==> src/pkg/nvac_pkg.sv <==
// Package for the processor access path to the data nonvolatile array
package nvac_pkg;

    // I/O space offsets
    localparam logic [5:0] CTRL_OFFSET     = 6'h1c;
    localparam logic [5:0] DATA_OFFSET     = 6'h1d;
    localparam logic [5:0] ADDR_LO_OFFSET  = 6'h1e;
    localparam logic [5:0] ADDR_HI_OFFSET  = 6'h1f;

    // Control register fields
    localparam int READ_STROBE_BIT  = 0;
    localparam int WRITE_STROBE_BIT = 1;
    localparam int WRITE_ARM_BIT    = 2;
    localparam int READY_IRQ_BIT    = 3;

    // Reset values
    localparam logic [7:0]  DATA_RESET = 8'h00;
    localparam logic [10:0] ADDR_RESET = 11'h000;

    // Widths
    localparam int ADDR_WIDTH = 11;
    localparam int DATA_WIDTH = 8;

    // Timing: arm window and stalls in mclk cycles, write duration in oscillator cycles
    localparam logic [2:0]  ARM_CYCLES        = 3'h4;
    localparam logic [2:0]  READ_STALL_CYCLES = 3'h4;
    localparam logic [2:0]  WRITE_STALL_CYCLES = 3'h2;
    localparam int          OSC_FREQ_KHZ      = 1000;
    localparam int          WRITE_TIME_US     = 8448;
    localparam logic [13:0] WRITE_OSC_CYCLES  =
        14'(WRITE_TIME_US * OSC_FREQ_KHZ / 1000);

    // One I/O access from the processor
    typedef struct packed {
        logic [5:0] addr;
        logic       wr;
        logic       rd;
        logic [7:0] wdata;
    } nvac_io_req_type;

    // Array side signals
    typedef struct packed {
        logic [10:0] addr;
        logic        read;
        logic        prog_start;
        logic [7:0]  wdata;
    } nvac_array_req_type;

endpackage : nvac_pkg

==> src/design/nvac_write_timer.sv <==
// Write duration timer counting edges of the calibrated oscillator
`timescale 1ns/1ps
module nvac_write_timer (
    // Clock and reset
    input  wire logic mclk,
    input  wire logic rst_n,
    // Synchronised oscillator rising edge
    input  wire logic osc_rise,
    // Control
    input  wire logic start,
    output logic      done
);

    logic        running;
    logic [13:0] count;

    // Duration depends only on the oscillator, not on the processor clock
    always_ff @(posedge mclk or negedge rst_n) begin
        if (!rst_n) begin
            running <= 1'b0;
            count   <= 14'h0000;
            done    <= 1'b0;
        end else begin
            done <= 1'b0;
            if (start && !running) begin
                running <= 1'b1;
                count   <= 14'h0000;
            end else if (running && osc_rise) begin
                if (count == nvac_pkg::WRITE_OSC_CYCLES - 14'h0001) begin
                    running <= 1'b0;
                    done    <= 1'b1;
                end else begin
                    count <= count + 14'h0001;
                end
            end
        end
    end

endmodule : nvac_write_timer

==> src/design/nvac_ctrl.sv <==
// Processor access controller for the data nonvolatile array
//
// Operation
// - Data register carries write and read bytes
// - Control bits 7..4 read zero, ignore writes
// - Ready interrupt needs enable and global flag
// - Ready interrupt is level while not busy
// - Strobe within four cycles of arm programs
// - Strobe without arm is ignored
// - Arm clears itself after four cycles
// - Write strobe clears when write completes
// - Write launch stalls processor two cycles
// - Read strobe loads data register immediately
// - Read stalls processor four cycles
// - Busy write refuses reads and address changes
// - Duration is 8448 oscillator cycles
// - Address is eleven bits, upper bits zero
`timescale 1ns/1ps
module nvac_ctrl (
    // Clock and reset
    input  wire logic                        mclk,
    input  wire logic                        rst_n,
    // Processor I/O access
    input  wire nvac_pkg::nvac_io_req_type   io_req,
    output logic [7:0]                       io_rdata,
    // Processor status and control
    input  wire logic                        global_irq_enable,
    output logic                             cpu_stall,
    output logic                             ready_irq,
    // Array
    output nvac_pkg::nvac_array_req_type     array_req,
    input  wire logic [7:0]                  array_rdata,
    output logic                             array_busy,
    // Calibrated oscillator
    input  wire logic                        osc_1mhz
);

    logic [10:0] nv_address;
    logic [7:0]  nv_data_byte;
    logic [7:0]  prog_data;
    logic        ready_irq_enable;
    logic        write_arm;
    logic        write_strobe;
    logic [2:0]  arm_count;
    logic [2:0]  stall_count;
    logic        ctrl_wr;
    logic        read_go;
    logic        write_go;
    logic        write_done;
    // Decoded register writes
    logic        data_wr;
    logic        addr_lo_wr;
    logic        addr_hi_wr;
    logic        arm_wr;
    // Oscillator sampling
    logic        osc_meta;
    logic        osc_sync;
    logic        osc_prev;
    logic        osc_rise;

    // Register write decode
    assign ctrl_wr    = io_req.wr && (io_req.addr == nvac_pkg::CTRL_OFFSET);
    assign data_wr    = io_req.wr && (io_req.addr == nvac_pkg::DATA_OFFSET);
    // Address halves are locked while a write is in progress
    assign addr_lo_wr = io_req.wr && (io_req.addr == nvac_pkg::ADDR_LO_OFFSET)
                        && !write_strobe;
    assign addr_hi_wr = io_req.wr && (io_req.addr == nvac_pkg::ADDR_HI_OFFSET)
                        && !write_strobe;
    assign arm_wr     = ctrl_wr && io_req.wdata[nvac_pkg::WRITE_ARM_BIT];
    // Reads are refused while busy: no load and no stall follow
    assign read_go  = ctrl_wr && io_req.wdata[nvac_pkg::READ_STROBE_BIT]
                      && !write_strobe;
    // Arm must already be standing; a write that sets both at once does not launch
    assign write_go = ctrl_wr && io_req.wdata[nvac_pkg::WRITE_STROBE_BIT]
                      && write_arm && !write_strobe;

    // Address register, frozen while a write is in progress
    always_ff @(posedge mclk or negedge rst_n) begin
        if (!rst_n) begin
            nv_address <= nvac_pkg::ADDR_RESET;
        end else if (addr_lo_wr) begin
            nv_address[7:0] <= io_req.wdata;
        end else if (addr_hi_wr) begin
            nv_address[10:8] <= io_req.wdata[2:0];
        end
    end

    // Data register: software writes, read results land here
    always_ff @(posedge mclk or negedge rst_n) begin
        if (!rst_n) begin
            nv_data_byte <= nvac_pkg::DATA_RESET;
        end else if (read_go) begin
            nv_data_byte <= array_rdata;
        end else if (data_wr) begin
            nv_data_byte <= io_req.wdata;
        end
    end

    // Byte under programming is captured so later data writes cannot disturb it
    always_ff @(posedge mclk or negedge rst_n) begin
        if (!rst_n) begin
            prog_data <= nvac_pkg::DATA_RESET;
        end else if (write_go) begin
            prog_data <= nv_data_byte;
        end
    end

    // Interrupt enable
    always_ff @(posedge mclk or negedge rst_n) begin
        if (!rst_n) begin
            ready_irq_enable <= 1'b0;
        end else if (ctrl_wr) begin
            ready_irq_enable <= io_req.wdata[nvac_pkg::READY_IRQ_BIT];
        end
    end

    // Arm window countdown; a fresh arm write restarts it
    always_ff @(posedge mclk or negedge rst_n) begin
        if (!rst_n) begin
            arm_count <= 3'h0;
        end else if (arm_wr) begin
            arm_count <= nvac_pkg::ARM_CYCLES;
        end else if (arm_count != 3'h0) begin
            arm_count <= arm_count - 3'h1;
        end
    end

    // Arm bit drops by itself when the window runs out, so a late strobe is ignored
    always_ff @(posedge mclk or negedge rst_n) begin
        if (!rst_n) begin
            write_arm <= 1'b0;
        end else if (arm_wr) begin
            write_arm <= 1'b1;
        end else if (arm_count == 3'h1) begin
            write_arm <= 1'b0;
        end else if (arm_count == 3'h0 && ctrl_wr) begin
            write_arm <= 1'b0;
        end
    end

    // Write strobe doubles as busy; software cannot clear it
    always_ff @(posedge mclk or negedge rst_n) begin
        if (!rst_n) begin
            write_strobe <= 1'b0;
        end else if (write_go) begin
            write_strobe <= 1'b1;
        end else if (write_done) begin
            write_strobe <= 1'b0;
        end
    end

    // Processor stall after each launched access
    always_ff @(posedge mclk or negedge rst_n) begin
        if (!rst_n) begin
            stall_count <= 3'h0;
        end else if (read_go) begin
            stall_count <= nvac_pkg::READ_STALL_CYCLES;
        end else if (write_go) begin
            stall_count <= nvac_pkg::WRITE_STALL_CYCLES;
        end else if (stall_count != 3'h0) begin
            stall_count <= stall_count - 3'h1;
        end
    end

    assign cpu_stall = (stall_count != 3'h0);

    // Level request held for as long as no write is pending
    assign ready_irq = ready_irq_enable && global_irq_enable && !write_strobe;

    // Array side
    always_comb begin
        array_req.addr       = nv_address;
        array_req.read       = read_go;
        array_req.prog_start = write_go;
        array_req.wdata      = prog_data;
    end
    assign array_busy = write_strobe;

    // Two-stage synchroniser; only the second stage feeds the edge detector
    always_ff @(posedge mclk or negedge rst_n) begin
        if (!rst_n) begin
            osc_meta <= 1'b0;
            osc_sync <= 1'b0;
            osc_prev <= 1'b0;
        end else begin
            osc_meta <= osc_1mhz;
            osc_sync <= osc_meta;
            osc_prev <= osc_sync;
        end
    end

    // Counting oscillator edges keeps the write time independent of mclk
    assign osc_rise = osc_sync & ~osc_prev;

    // Write duration timer sees only synchronised oscillator edges
    nvac_write_timer u_write_timer (
        .mclk     (mclk),
        .rst_n    (rst_n),
        .osc_rise (osc_rise),
        .start    (write_go),
        .done     (write_done)
    );

    // Register read mux; strobe for read always reads back zero
    always_comb begin
        io_rdata = 8'h00;
        unique case (io_req.addr)
            nvac_pkg::CTRL_OFFSET:    io_rdata = {4'h0, ready_irq_enable, write_arm,
                                                 write_strobe, 1'b0};
            nvac_pkg::DATA_OFFSET:    io_rdata = nv_data_byte;
            nvac_pkg::ADDR_LO_OFFSET: io_rdata = nv_address[7:0];
            nvac_pkg::ADDR_HI_OFFSET: io_rdata = {5'h00, nv_address[10:8]};
            default:                  io_rdata = 8'h00;
        endcase
    end

endmodule : nvac_ctrl

==> config.mk <==
export PLATFORM = sky130hd
export DESIGN_NAME = nvac_ctrl
export DESIGN_NICKNAME = d
export VERILOG_FILES = /design/src/pkg/nvac_pkg.sv /design/src/design/nvac_write_timer.sv /design/src/design/nvac_ctrl.sv
export SDC_FILE = /design/constraint.sdc
export NUM_CORES = 1
export LEC_CHECK = 0
export ABC_AREA = 1
export BUFFER_PORTS_ARGS = -buffer_cell sky130_fd_sc_hd__buf_2
export CELL_PAD_IN_SITES_DETAIL_PLACEMENT = 0
export CELL_PAD_IN_SITES_GLOBAL_PLACEMENT = 2
export CORE_ASPECT_RATIO = 0.7
export CORE_UTILIZATION = 30
export DETAILED_ROUTE_END_ITERATION = 10
export PLACE_DENSITY = 0.78
export SYNTH_ARGS = -nofsm -noshare
export SYNTH_HDL_FRONTEND = slang
export SYNTH_HIERARCHICAL = 1
export SYNTH_SLANG_ARGS = --single-unit
==> constraint.sdc <==
create_clock -name mclk -period 5.2 [get_ports mclk]
set_clock_uncertainty 0.05 [all_clocks]
set_input_delay 0.26 -clock mclk [delete_from_list [all_inputs] [get_ports mclk]]
set_output_delay 0.26 -clock mclk [all_outputs]
set_load 0.01 [all_outputs]
==> results.cfg <==
[logic_synthesis]
synthDistinctLibCells = 27
synth_fp_nets = 437
synth_top_family_by_area = simple AND/OR/NAND/NOR gates
synth_compound_area_share_pct = 6.22
syn_inst = 403
ys_ff_latch = 55
synth_xor_xnor_area_share_pct = 1.15
seq_area_frac_synth_pct = 45.3
yosys_warnings = 6
avgSynthCellArea_sq_um = 7.54
synth_simple_gate_area_share_pct = 34.5
netlist_area_sq_um = 3040
synth-adder-area-share_pct = 2.47
synthMuxAreaShare_pct = 0

[worst_hold_path]
holdPathEnd = osc_meta$_DFF_PN0_
hold_depth = 1
worstHoldStart = osc_1mhz
worstHoldPathType = in2reg

[worst_setup_path]
worst_setup_path_start_kind = flop
r2r_slack_ns = 2.92
r2r-end = u_write_timer/count[4]$_DFFE_PN0P_
worstPathArrival_ns = 2.47
r2r_cells = 11
rr_startpoint = array_busy$_DFFE_PN0P_
end_kind = flop
criticalPathCategory = reg2reg
cp.required_ns = 5.39
cp_max_fo = 12

[grt]
grt_pass1_vias = 2470
grt_max_degree = 56
antenna_found_initial = 0
grt.total_usage_pct = 16.1
grt-ovfl-total = 0
grt_first_pass_wirelength_microns = 13000

[final_layout]
final_cell_mix = nand2_1 (124), inv_1 (64), buf_2 (58)
fillers = 1057
mostFrequentLayoutCell = nand2_1
nets = 493
syn_to_final_growth_pct = 17.5
final_layout_size_suffix_gt1_share_pct = 18.3
diodes = 0

[cts]
insertion_delay_ns = 0.30
cts_tree = yes
postCtsSetupBuffers = 0
htreeDepth = 2
clkTransAtPathRegs_ns = 0.07
postCtsHoldBufs = 0
clockBufferDepth = 2
numCtsBuffers = 5
root_buffer = clkbuf_16
numClockSinks = 55
cts_resized = 0

[detailed_routing]
drc = 0
dr_total_vias = 2662
met3WireLength_microns = 309
top_layer = met4
vias_per_cell = 4.53
wire_per_inst_microns = 13.4
wl_met2_microns = 3220
routed_wl_microns = 7910
dr.pass1.iters = 4
dr.first_iter.drc_count = 146
wl_met1_microns = 4310
antenna_left = 0

[sta]
slew_viol_final = 0
hold_violations = 0
grt_setup_unrepaired = no
fmax_mhz = 438
setup_viol = 0
tightestPinTransition_ns = 0.847
setup_tns_ns = 0
period_minus_slack_ns = 2.28
fin_crit_sh_pct = 43.9
maxSlewHeadroom_pct = 43.2

[outcome]
status = complete, no violations

[placed_design]
place_hpwl_microns = 5720
portBuffers = 58
gp_congestion = 0.765

[floorplanning]
rows = 30
die_y_microns = 86.2
dieArea_sq_um = 10500
core_area_sq_um = 9760
start_util_pct = 31.1
die_w_microns = 122
pin_count = 60

[flow_run]
max-cap-violations = 0

[pwr]
leakage_nw = 1.94
cellPowerDensity_nw_per_um2 = 258
peakVddDrop_uv = 158
fin_total_pwr_w = 0.000920
registers in the layout, indices dropped and copies added, names as in the netlist, 3 cells and up:
name	count
arm_count	3
u_write_timer/count	14
prog_data	8
nv_address	11
nv_data_byte	8
stall_count	3
cells in the mapped netlist (all sizes together):
cell type | n | area share, %
o21ai | 26 | 4.3
inv | 64 | 7.9
o211ai | 2 | 0.49
and3 | 1 | 0.21
xor2 | 3 | 0.87
nand3 | 44 | 7.8
buf | 9 | 2.3
xnor2 | 1 | 0.29
clkbuf | 1 | 0.12
a21o | 1 | 0.25
dfrtp | 55 | 45
nor3 | 1 | 0.33
nand4 | 14 | 2.9
o22ai | 1 | 0.21
a21oi | 6 | 0.99
ha | 6 | 2.5
nor2 | 39 | 6.7
nand2 | 129 | 17
report_power, final:
group	switching [W]	leakage, nW	total, W	internal, W
combinational	0.0000675	1.19	0.000110	0.0000421
clock	0.000164	0.0700	0.000345	0.000181
sequential	0.0000146	0.682	0.000466	0.000451
total	0.000246	1.94	0.000920	0.000674
per-stage QoR:
step | std cells | hold slack, ns | setup WS, ns | area (sq um) | util [%]
after detailed placement | 580 | 0.290 | 2.73 | 3420 | 35.1
after floorplan | 403 | -0.0856 | 3.41 | 3040 | -
after global placement | 580 | 0.287 | 2.73 | 3420 | 35.1
after global routing | 588 | 0.00453 | 2.65 | 3570 | 36.6
after CTS | 588 | 0.00902 | 2.92 | 3570 | 36.6
final | 588 | 0.0183 | 2.92 | 3570 | 36.6
critical path, cell delays in order (launching register included):
cell     delay, ns
dfrtp_1       0.44
inv_1         0.10
nand2_2       0.14
nor2_1        0.15
nand3_1       0.15
inv_1         0.16
inv_1         0.05
nor2_1        0.28
inv_1         0.32
o21ai_0       0.22
nand2_1       0.09
nand2_1       0.08
layer usage:
layer  up-vias  global-route usage [%]
met1      1225                    24.9
met4         0                    3.66
li1       1384                       -
met5         -                       0
met3         7                    3.29
met2        46                    22.4
worst max path at each step:
stage | cells after the start | start | endpoint | slack [ns]
3_5_place_dp | 12 | io_req[10] | u_write_timer/count[4]$_DFFE_PN0P_ | 2.73
6_report | 11 | array_busy$_DFFE_PN0P_ | u_write_timer/count[4]$_DFFE_PN0P_ | 2.92
2_1_floorplan | 11 | array_busy$_DFFE_PN0P_ | u_write_timer/count[13]$_DFFE_PN0P_ | 3.41
3_3_place_gp | 12 | io_req[10] | u_write_timer/count[3]$_DFFE_PN0P_ | 2.73
5_1_grt | 11 | array_busy$_DFFE_PN0P_ | u_write_timer/count[4]$_DFFE_PN0P_ | 2.65
4_1_cts | 11 | array_busy$_DFFE_PN0P_ | u_write_timer/count[4]$_DFFE_PN0P_ | 2.92
final cells by class:
| class | count | area [sq um] | area share (%) |
|---|---|---|---|
| Multi-Input combinational cell | 274 | 1350 | 37.7 |
| Clock buffer | 5 | 125 | 3.50 |
| Inverter | 64 | 240 | 6.73 |
| Tap cell | 128 | 160 | 4.48 |
| Sequential cell | 55 | 1380 | 38.5 |
| Timing Repair Buffer | 59 | 298 | 8.34 |
| Clock inverter | 3 | 25.0 | 0.701 |
kinds of logic after synthesis:
logic type      count (synthesis)
buf+inv                        74
flops                          55
xor+xnor                        4
simple gates                  228
fa+ha+maj                       6
compound gates                 36
Note: power is estimated with default switching activity, not from simulation.
